===== config.mk =====
export PLATFORM = sky130hd
export DESIGN_NAME = rts_sequencer
export DESIGN_NICKNAME = d
export VERILOG_FILES = /design/src/rts_pkg.sv /design/src/rts_sequencer.sv
export SDC_FILE = /design/constraint.sdc
export NUM_CORES = 1
export LEC_CHECK = 0
export ABC_AREA = 1
export BUFFER_PORTS_ARGS = -buffer_cell sky130_fd_sc_hd__buf_4
export CAP_MARGIN = 20
export CORE_UTILIZATION = 30
export CTS_BUF_LIST = sky130_fd_sc_hd__clkbuf_8
export DETAILED_ROUTE_END_ITERATION = 12
export SETUP_SLACK_MARGIN = 0.02
export SYNTH_ARGS = -nofsm -noshare
export SYNTH_HDL_FRONTEND = slang
export SYNTH_SLANG_ARGS = --single-unit

===== constraint.sdc =====
create_clock -name sys_clk -period 2.65 [get_ports sys_clk]
set_input_delay 0.53 -clock sys_clk [delete_from_list [all_inputs] [get_ports sys_clk]]
set_output_delay 0.53 -clock sys_clk [all_outputs]
set_load 0.02 [all_outputs]

===== src/rts_pkg.sv =====
`default_nettype none
package rts_pkg;
  // ********************************
  // register map
  // ********************************
  localparam int ADDR_W = 4;
  localparam logic [ADDR_W-1:0] OFS_SEQ_CFG_ONE = 4'h0;
  localparam logic [ADDR_W-1:0] OFS_SEQ_CFG_TWO = 4'h1;
  localparam logic [ADDR_W-1:0] OFS_TIMER_ONE = 4'h2;
  localparam logic [ADDR_W-1:0] OFS_TIMER_TWO = 4'h3;
  localparam logic [ADDR_W-1:0] OFS_RX_TIMEOUT = 4'h4;
  localparam logic [ADDR_W-1:0] OFS_PKT_CFG_TWO = 4'h5;
  localparam logic [ADDR_W-1:0] OFS_EVENT_MAP = 4'h6;
  localparam logic [ADDR_W-1:0] OFS_STATUS = 4'h7;

  // sequencer_config_one fields
  localparam int B_START = 0;
  localparam int B_HALT = 1;
  localparam int B_IDLE_SEL = 2;
  localparam int B_LP_SEL = 3;
  localparam int B_IDLE_EXIT = 4;
  localparam int F_START_SEL = 5;
  // sequencer_config_two fields
  localparam int F_RX_EXIT = 0;
  localparam int F_RXTO_EXIT = 3;
  localparam int B_TX_EXIT = 5;
  // packet_config_two fields
  localparam int B_REPEAT = 8;
  localparam int B_PRE_MAP = 0;

  // ********************************
  // encodings
  // ********************************
  localparam logic [1:0] START_TO_LP = 2'h0;
  localparam logic [2:0] RX_EXIT_OFF_ON_SYNC = 3'h5;
  localparam logic [1:0] RXTO_TO_LP = 2'h2;
  localparam logic [1:0] EV_SEL_00 = 2'h0;
  localparam logic [1:0] EV_SEL_01 = 2'h1;
  localparam logic [1:0] EV_SEL_10 = 2'h2;
  localparam logic [1:0] EV_SEL_11 = 2'h3;
  localparam int NUM_LINES = 5;

  // ********************************
  // timing
  // ********************************
  localparam int CLK_HZ = 40_000_000;
  localparam int TIMER_MIN_US = 64;
  localparam int TICK_CYCLES = (TIMER_MIN_US * (CLK_HZ / 1_000_000));
  localparam int TIMER_W = 16;
  localparam logic [31:0] BUS_DATA_ZERO = 32'h0000_0000;

  typedef enum logic [2:0] {
    RTS_OFF, RTS_LOWPOWER, RTS_IDLE, RTS_TIMER_TWO_IDLE, RTS_RX, RTS_RX_HOLD, RTS_TX
  } rts_state_t;
endpackage
`default_nettype wire


===== src/rts_sequencer.sv =====
// Notes on behaviour
// RULE1: on a valid sync word during a listen cycle, pulse sync_word_match, stop the sequencer, stay in receive.
// RULE2: at start, code 00 goes to low-power selection, value 1 there enters idle, idle value 1 means sleep.
// RULE3: in idle, idle_interval_timer expiry goes to receive if idle_exit_select is 1, else transmit.
// RULE4: receive_exit_select 101 turns the sequencer off on sync_word_match in receive.
// RULE5: rx_timeout_exit_select 10 sends a receive timeout back to low-power selection.
// RULE6: transmit_exit_select 0 leaves transmit for low-power selection on packet_done_tx.
// RULE7: beacon mode transmits once per sum of both timers and returns to idle once sent.
// RULE8: the beacon loop runs until the host sets sequencer_halt.
// RULE9: with repeat_payload_enable set the stored payload is resent every period.
// RULE10: host should program idle_interval_timer to its 64 us minimum for sync wake.
// RULE11: host sets second_interval_timer so both timers sum to the reception interval.
// RULE12: host keeps preamble_wait_limit just long enough to catch a preamble.
// RULE13: transmitted preamble should last second_interval_timer minus the sync time.
// RULE14: recommended event line codes: 0=01, 1=00, 2=11, 3=00, 4=11 with preamble_map_select.
// RULE15: after preamble, receive holds until sync or end of second_interval_timer, then polls on.
// RULE16: idle is sleep with only the rc oscillator running so timers keep counting.
// RULE17: the timers run back to back; idle timer expiry starts the second, whose expiry restarts.
//
// Design decisions made here: the address map and the Avalon-MM register port.
`default_nettype none
module rts_sequencer #(
  parameter int TICK = rts_pkg::TICK_CYCLES
) (
  input wire logic sys_clk,
  input wire logic sys_rst,
  input wire logic [rts_pkg::ADDR_W-1:0] avs_address,
  input wire logic avs_read,
  input wire logic avs_write,
  input wire logic [31:0] avs_writedata,
  output logic [31:0] avs_readdata,
  output logic avs_waitrequest,
  input wire logic preamble_found_in,
  input wire logic sync_word_match_in,
  input wire logic packet_done_tx_in,
  input wire logic checksum_pass_in,
  input wire logic buffer_threshold_in,
  input wire logic buffer_drained_in,
  output logic rx_on,
  output logic tx_on,
  output logic sleep_on,
  output logic rc_osc_on,
  output logic payload_resend,
  output logic [rts_pkg::NUM_LINES-1:0] event_output_line
);
  import rts_pkg::*;

  // ********************************
  // input synchronisers
  // ********************************
  logic [5:0] ev_meta;
  logic [5:0] ev_sync;
  logic [5:0] ev_prev;
  always_ff @(posedge sys_clk) begin
    if (sys_rst) begin
      ev_meta <= '0;
      ev_sync <= '0;
      ev_prev <= '0;
    end else begin
      ev_meta <= {buffer_drained_in, buffer_threshold_in, checksum_pass_in,
                  packet_done_tx_in, sync_word_match_in, preamble_found_in};
      ev_sync <= ev_meta;
      ev_prev <= ev_sync;
    end
  end
  wire logic pre_lvl = ev_sync[0];
  wire logic sync_rise = ev_sync[1] & ~ev_prev[1];
  wire logic sent_rise = ev_sync[2] & ~ev_prev[2];

  // ********************************
  // registers
  // ********************************
  logic [7:0] seq_cfg_one;
  logic [7:0] seq_cfg_two;
  logic [TIMER_W-1:0] timer_one;
  logic [TIMER_W-1:0] timer_two;
  logic [TIMER_W-1:0] rx_timeout;
  logic [8:0] pkt_cfg_two;
  logic [9:0] event_map;
  logic ack;
  rts_state_t state;
  rts_state_t next_state;

  // one-cycle wait so each access ends on the edge after it is seen
  wire logic req = (avs_read | avs_write) & ~ack;
  wire logic wr_en = avs_write & ~ack;
  wire logic wr_one = wr_en && avs_address == OFS_SEQ_CFG_ONE;
  wire logic start_cmd = wr_one & avs_writedata[B_START];
  wire logic halt_cmd = wr_one & avs_writedata[B_HALT];
  wire logic running = state != RTS_OFF;

  always_ff @(posedge sys_clk) begin
    if (sys_rst) begin
      seq_cfg_one <= 8'h00;
      seq_cfg_two <= 8'h00;
      timer_one <= 16'h0001;
      timer_two <= 16'h0001;
      rx_timeout <= 16'h0001;
      pkt_cfg_two <= 9'h000;
      event_map <= 10'h000;
    end else if (wr_en) begin
      unique case (avs_address)
        OFS_SEQ_CFG_ONE: seq_cfg_one <= {avs_writedata[7:2], 2'h0};
        OFS_SEQ_CFG_TWO: seq_cfg_two <= avs_writedata[7:0];
        OFS_TIMER_ONE: timer_one <= avs_writedata[TIMER_W-1:0];
        OFS_TIMER_TWO: timer_two <= avs_writedata[TIMER_W-1:0];
        OFS_RX_TIMEOUT: rx_timeout <= avs_writedata[TIMER_W-1:0];
        OFS_PKT_CFG_TWO: pkt_cfg_two <= avs_writedata[8:0];
        OFS_EVENT_MAP: event_map <= avs_writedata[9:0];
        default: ;
      endcase
    end
  end

  wire logic idle_sel = seq_cfg_one[B_IDLE_SEL];
  wire logic lp_sel = seq_cfg_one[B_LP_SEL];
  wire logic idle_exit_sel = seq_cfg_one[B_IDLE_EXIT];
  wire logic [1:0] start_sel = seq_cfg_one[F_START_SEL +: 2];
  wire logic [2:0] rx_exit_sel = seq_cfg_two[F_RX_EXIT +: 3];
  wire logic [1:0] rxto_exit_sel = seq_cfg_two[F_RXTO_EXIT +: 2];
  wire logic tx_exit_sel = seq_cfg_two[B_TX_EXIT];
  wire logic repeat_en = pkt_cfg_two[B_REPEAT];
  wire logic pre_map = pkt_cfg_two[B_PRE_MAP];

  logic [31:0] rd_mux;
  always_comb begin
    rd_mux = BUS_DATA_ZERO;
    unique case (avs_address)
      OFS_SEQ_CFG_ONE: rd_mux = {24'h0, seq_cfg_one};
      OFS_SEQ_CFG_TWO: rd_mux = {24'h0, seq_cfg_two};
      OFS_TIMER_ONE: rd_mux = {16'h0, timer_one};
      OFS_TIMER_TWO: rd_mux = {16'h0, timer_two};
      OFS_RX_TIMEOUT: rd_mux = {16'h0, rx_timeout};
      OFS_PKT_CFG_TWO: rd_mux = {23'h0, pkt_cfg_two};
      OFS_EVENT_MAP: rd_mux = {22'h0, event_map};
      OFS_STATUS: rd_mux = {28'h0, running, 3'(state)};
      default: rd_mux = BUS_DATA_ZERO;
    endcase
  end

  always_ff @(posedge sys_clk) begin
    if (sys_rst) begin
      ack <= 1'b0;
      avs_waitrequest <= 1'b1;
      avs_readdata <= BUS_DATA_ZERO;
    end else begin
      ack <= req;
      // registered so the bus answer leaves straight from a flip-flop
      avs_waitrequest <= ~req;
      if (avs_read & ~ack) avs_readdata <= rd_mux;
    end
  end

  // ********************************
  // timebase and timers
  // ********************************
  // timers count in 64 us ticks taken from the rc-equivalent prescaler
  logic [15:0] pre_cnt;
  logic [TIMER_W-1:0] t1_cnt;
  logic [TIMER_W-1:0] t2_cnt;
  logic [TIMER_W-1:0] rxto_cnt;
  logic t1_run;
  logic t2_run;
  wire logic tick = pre_cnt == 16'(TICK - 1);
  wire logic t1_exp = t1_run & tick & (t1_cnt <= 16'h0001);
  wire logic t2_exp = t2_run & tick & (t2_cnt <= 16'h0001);
  wire logic in_rx = state == RTS_RX;
  wire logic rxto_exp = in_rx & tick & (rxto_cnt <= 16'h0001);

  always_ff @(posedge sys_clk) begin
    if (sys_rst | ~running) begin
      pre_cnt <= 16'h0000;
      t1_cnt <= 16'h0000;
      t2_cnt <= 16'h0000;
      t1_run <= 1'b0;
      t2_run <= 1'b0;
    end else begin
      pre_cnt <= tick ? 16'h0000 : pre_cnt + 16'h0001;
      if (t1_exp | (~t1_run & ~t2_run)) begin
        t1_run <= ~t1_exp; // RULE17
        t2_run <= t1_exp; // RULE17
        t1_cnt <= timer_one;
        t2_cnt <= timer_two;
      end else if (t2_exp) begin
        t2_run <= 1'b0; // RULE17
        t1_run <= 1'b1; // RULE17
        t1_cnt <= timer_one;
      end else if (tick) begin
        if (t1_run) t1_cnt <= t1_cnt - 16'h0001;
        if (t2_run) t2_cnt <= t2_cnt - 16'h0001;
      end
    end
  end

  always_ff @(posedge sys_clk) begin
    if (sys_rst | ~in_rx) rxto_cnt <= rx_timeout;
    else if (tick) rxto_cnt <= rxto_cnt - 16'h0001;
  end

  // ********************************
  // sequencer
  // ********************************
  always_comb begin
    next_state = state;
    unique case (state)
      RTS_OFF:
        if (start_cmd && start_sel == START_TO_LP) next_state = RTS_LOWPOWER; // RULE2
      RTS_LOWPOWER:
        next_state = lp_sel ? RTS_IDLE : RTS_TIMER_TWO_IDLE; // RULE2
      RTS_IDLE:
        if (t1_exp) next_state = idle_exit_sel ? RTS_RX : RTS_TX; // RULE3
      RTS_TIMER_TWO_IDLE:
        if (t2_exp) next_state = RTS_LOWPOWER;
      RTS_RX:
        if (sync_rise && rx_exit_sel == RX_EXIT_OFF_ON_SYNC) next_state = RTS_OFF; // RULE4
        else if (pre_lvl) next_state = RTS_RX_HOLD; // RULE15
        else if (rxto_exp && rxto_exit_sel == RXTO_TO_LP) next_state = RTS_LOWPOWER; // RULE5
      RTS_RX_HOLD:
        if (sync_rise && rx_exit_sel == RX_EXIT_OFF_ON_SYNC) next_state = RTS_OFF; // RULE1
        else if (t2_exp) next_state = RTS_LOWPOWER; // RULE15
      RTS_TX:
        if (sent_rise && !tx_exit_sel) next_state = RTS_LOWPOWER; // RULE6 RULE7
      default: next_state = RTS_OFF;
    endcase
    if (halt_cmd) next_state = RTS_OFF; // RULE8
  end

  // receive stays on after a sync stop until the host writes another mode
  logic rx_hold_off;
  wire logic sync_stop = (state == RTS_RX || state == RTS_RX_HOLD) && next_state == RTS_OFF
                         && !halt_cmd;
  wire logic any_wr = wr_one;

  always_ff @(posedge sys_clk) begin
    if (sys_rst) begin
      state <= RTS_OFF;
      rx_hold_off <= 1'b0;
      rx_on <= 1'b0;
      tx_on <= 1'b0;
      sleep_on <= 1'b0;
      rc_osc_on <= 1'b0;
      payload_resend <= 1'b0;
    end else begin
      state <= next_state;
      if (sync_stop) rx_hold_off <= 1'b1; // RULE1
      else if (any_wr) rx_hold_off <= 1'b0;
      rx_on <= next_state == RTS_RX || next_state == RTS_RX_HOLD || sync_stop
               || (rx_hold_off && !any_wr); // RULE1
      tx_on <= next_state == RTS_TX; // RULE7
      sleep_on <= (next_state == RTS_IDLE) && idle_sel; // RULE16
      rc_osc_on <= next_state != RTS_OFF; // RULE16
      payload_resend <= state != RTS_TX && next_state == RTS_TX && repeat_en; // RULE9
    end
  end

  // ********************************
  // event lines
  // ********************************
  wire logic [3:0] src [NUM_LINES];
  assign src[0] = {1'b0, 1'b0, checksum_pass_sel(ev_sync), 1'b0};
  assign src[1] = {3'h0, ev_sync[4]};
  assign src[2] = {ev_sync[1], 3'h0};
  assign src[3] = {3'h0, ev_sync[5]};
  assign src[4] = {pre_map & pre_lvl, 3'h0};

  function automatic logic checksum_pass_sel(input logic [5:0] e);
    return e[3];
  endfunction

  // one register process for all lines keeps a single driver on the port
  wire logic [NUM_LINES-1:0] next_lines;
  genvar gi;
  generate
    for (gi = 0; gi < NUM_LINES; gi++) begin : g_line
      wire logic [1:0] sel = event_map[2*gi +: 2];
      assign next_lines[gi] = src[gi][sel]; // RULE14
    end
  endgenerate
  always_ff @(posedge sys_clk) begin
    if (sys_rst) event_output_line <= '0;
    else event_output_line <= next_lines;
  end
endmodule
`default_nettype wire


==> metrics <==
outcome=completed; routed wl met3=1350 um; Core Region=slightly below 30,000 sq um; Synth Area per Inst=7.43 sq um; placed cells=1,640; vias in the first global route=7,262; Worst-path clk slew=between 0.1 and 0.15 ns; CTS tree=yes; # DRC=0; Hold Crit Class=in -> reg; Max clock buf depth=2; Critical Path Start Type=flip-flop; Max Slew Vio Count=0; XOR/XNOR Fraction of Synth Area=0.0298; skew final=0.0151 ns; total grt overflow=0; FMAX=415 MHz; worst slew pin tran=0.871 ns; Final setup viols=0; top routing layer used=met4; postcts setup bufs=0; total wire length=23,900 um; Synth cell types=51; max_cap viols=0; Die Ht=176 um; Fin. Hold Viols=0; first-pass GRT wire length=38,100 um; Post-CTS Hold Fix Bufs=0; Crit path arrival time=2.78 ns; Critical Path Sink Type=flip-flop; DR pass1 iterations=6; Post-Route M1 WL=11,600 um; largest family of logic cells by synthesized area=compound AO/OA/AOI/OAI gates; Post-synth EDFFs=16; Num CTS Buffers=17; Synth Area in Compound Gates=0.205; critical path class=reg -> reg; Post-synth ARST share=0; Main synth FF type=dfxtp_1; sequential share of the synthesized area=0.442; FP Rows=63; I/O Pins=slightly below 90; post-synthesis register bit count=about 190; unrepaired setup endpoints after global routing=false; DR iter-0 viols=around 530; P&R area growth vs syn=12.7%; Die Wd=approximately 180 um; Critical Path RT=3.02 ns; Tmin final=2.41 ns; DR vias=7,945; H-tree levels=4; Yosys Warn Count=0; Worst slew margin=0.419; routed wl met2=approximately 11,000 um; initial antenna violation count=0; Final nets=1,322; WL/cell=approximately 14 um; setup total negative slack=0 ns; fin crit share=0.909; Adder-Cell Fraction of Synth Area=0.00962; die footprint=31,000 sq um; clock latency on the worst-skew pair=0.48 ns; effective utilization at floorplan=0.306; share of layout cells above drive strength 1=0.115; vias per cell=4.75; Synth Instances=about 1,200; maximum vdd drop=between 0.0002 and 0.0003 V; PD cells=518 nW/um^2; Root Buffer=clkbuf_8; Port Buffers=56; total global-route track usage=0.157; mux contribution to synthesized area=0.00110; Mapped Area=9100 sq um; CP max FO=21; Static Leak=0.00416 uW; Post-DP HPWL=17,400 um; CTS sink cnt=193; Placer Congestion=0.852; final std cells w/o fill=approximately 1,700; Simple-Gate Fraction of Synth Area=0.197; post_cts resized=0; antenna viol nets, final=0; largest net degree at the start of global routing=41
## synthesized netlist by cell type, types with 3 or more instances
master,number,share of area
clkbuf_1,34,0.014
o22ai_1,28,0.019
o211ai_1,6,0.0049
inv_2,8,0.0033
a21oi_1,126,0.069
xnor2_1,8,0.0077
o21ai_1,20,0.011
o21ai_0,123,0.068
o31ai_1,3,0.0025
inv_1,175,0.072
nand2_4,3,0.0037
edfxtp_1,16,0.053
o221ai_1,12,0.012
nand4_1,6,0.0041
nand3_1,43,0.024
nor4_1,3,0.0021
dfxtp_1,177,0.39
nor2_1,120,0.049
o41ai_1,4,0.0038
nand3b_1,3,0.0025
nand2_2,3,0.0021
nor2_4,4,0.0049
nand2_1,180,0.074
nor3_1,20,0.011
buf_4,17,0.014
xor2_1,23,0.022
buf_2,3,0.0016
buf_6,6,0.0074
a31oi_1,5,0.0034
ha_1,7,0.0096
nor2_2,11,0.0076
## per-layer routing
layer | global-route usage | up-vias
met1 | 0.218 | 3629
met4 | 0.0522 | 0
met3 | 0.0269 | 25
li1 | - | 4076
met5 | 0 | -
met2 | 0.244 | 215
## where the power goes
part | internal [uW] | switching (uW)
clock network | 748 | 1230
logic | 103 | 228
registers | 2980 | 19.6
## state kept, by name, indices dropped and copies added (netlist names), 2 cells and up
name,count
rxto_cnt,16
event_map,10
pkt_cfg_two,9
ev_meta,6
avs_readdata,16
timer_one,16
t1_cnt,16
seq_cfg_one,6
timer_two,16
pre_cnt,16
t2_cnt,16
state,3
ev_sync,6
event_output_line,5
seq_cfg_two,8
rx_timeout,16
ev_prev,2
## layout by cell type, fill, tap and decap left out, drive strengths merged
master  synthesis  final
conb            1     16
inv           185    196
o31ai           3      3
dfxtp         177    177
nand3          45     45
buf            28     72
nand2         187    187
nor4            3      3
ha              7      7
clkinv          0      3
o22ai          28     28
or2             4      4
o21bai          1      1
a211oi          3      3
o41ai           4      4
nand3b          3      3
edfxtp         16     16
a31oi           6      6
clkbuf         34     18
nor3           22     22
o21a            2      2
o221ai         12     12
nor2          135    135
mux2i           1      1
nand4           6      6
o211ai          6      6
diode           0      1
xor2           23     23
nor3b           2      2
and2            1      1
xnor2           8      8
a21oi         127    127
o21ai         145    145
## per-stage QoR
| step | hold slack [ns] | setup WS, ns | instance area (sq um) | utilization | total power, uW |
|---|---|---|---|---|---|
| floorplan | 0.388 | 0.724 | 9160 | - | 3280 |
| global placement | 0.395 | 0.304 | 9850 | 0.332 | 3390 |
| detailed placement | 0.396 | 0.228 | 9850 | 0.332 | 3390 |
| CTS | 0.213 | 0.211 | 10300 | 0.345 | 5360 |
| global route | 0.225 | 0.0425 | 10300 | 0.345 | 5510 |
| finish | 0.235 | 0.242 | 10300 | 0.345 | 5310 |
## logic make-up after synthesis
kind of cell | after synthesis
AND/OR/NAND/NOR | 408
AO/OA/AOI/OAI | 337
buffers and inverters | 247
flip-flops | 193
XOR/XNOR | 31
adder cells (fa/ha/maj) | 7
other | 1
multiplexers | 1
## critical path, stage by stage (launching register included)
cell and delay, ns:
dfxtp_1 0.37, ha_1 0.23, nand3_2 0.15, nor2_4 0.19
nand2_4 0.14, nor2_4 0.15, a21oi_2 0.09, o21ai_4 0.46
inv_2 0.24, o21ai_0 0.21, a21oi_1 0.07
## cell type report
cell class | instances | area (sq um)
Timing Repair Buffer | 72 | 553
Fill cell | 3130 | 19500
Sequential cell | 193 | 4020
Clock buffer | 18 | 248
Inverter | 185 | 699
Tap cell | 390 | 488
Multi-Input combinational cell | 800 | 4090
Antenna cell | 1 | 2.50
Clock inverter | 14 | 153
## final timing paths
| check | slack, ns | start | endpoint | depth (start not counted) |
|---|---|---|---|---|
| worst min register to register | 0.41 | ev_meta[4] | ev_sync[4] | 2 |
| worst max register to register | 0.24 | pre_cnt[0] | t1_cnt[0] | 10 |
| worst max-delay path | 0.24 | pre_cnt[0] | t1_cnt[0] | 10 |
| worst min-delay path | 0.24 | buffer_threshold_in | ev_meta[4] | 3 |
Power figures use the tool's default switching activity.
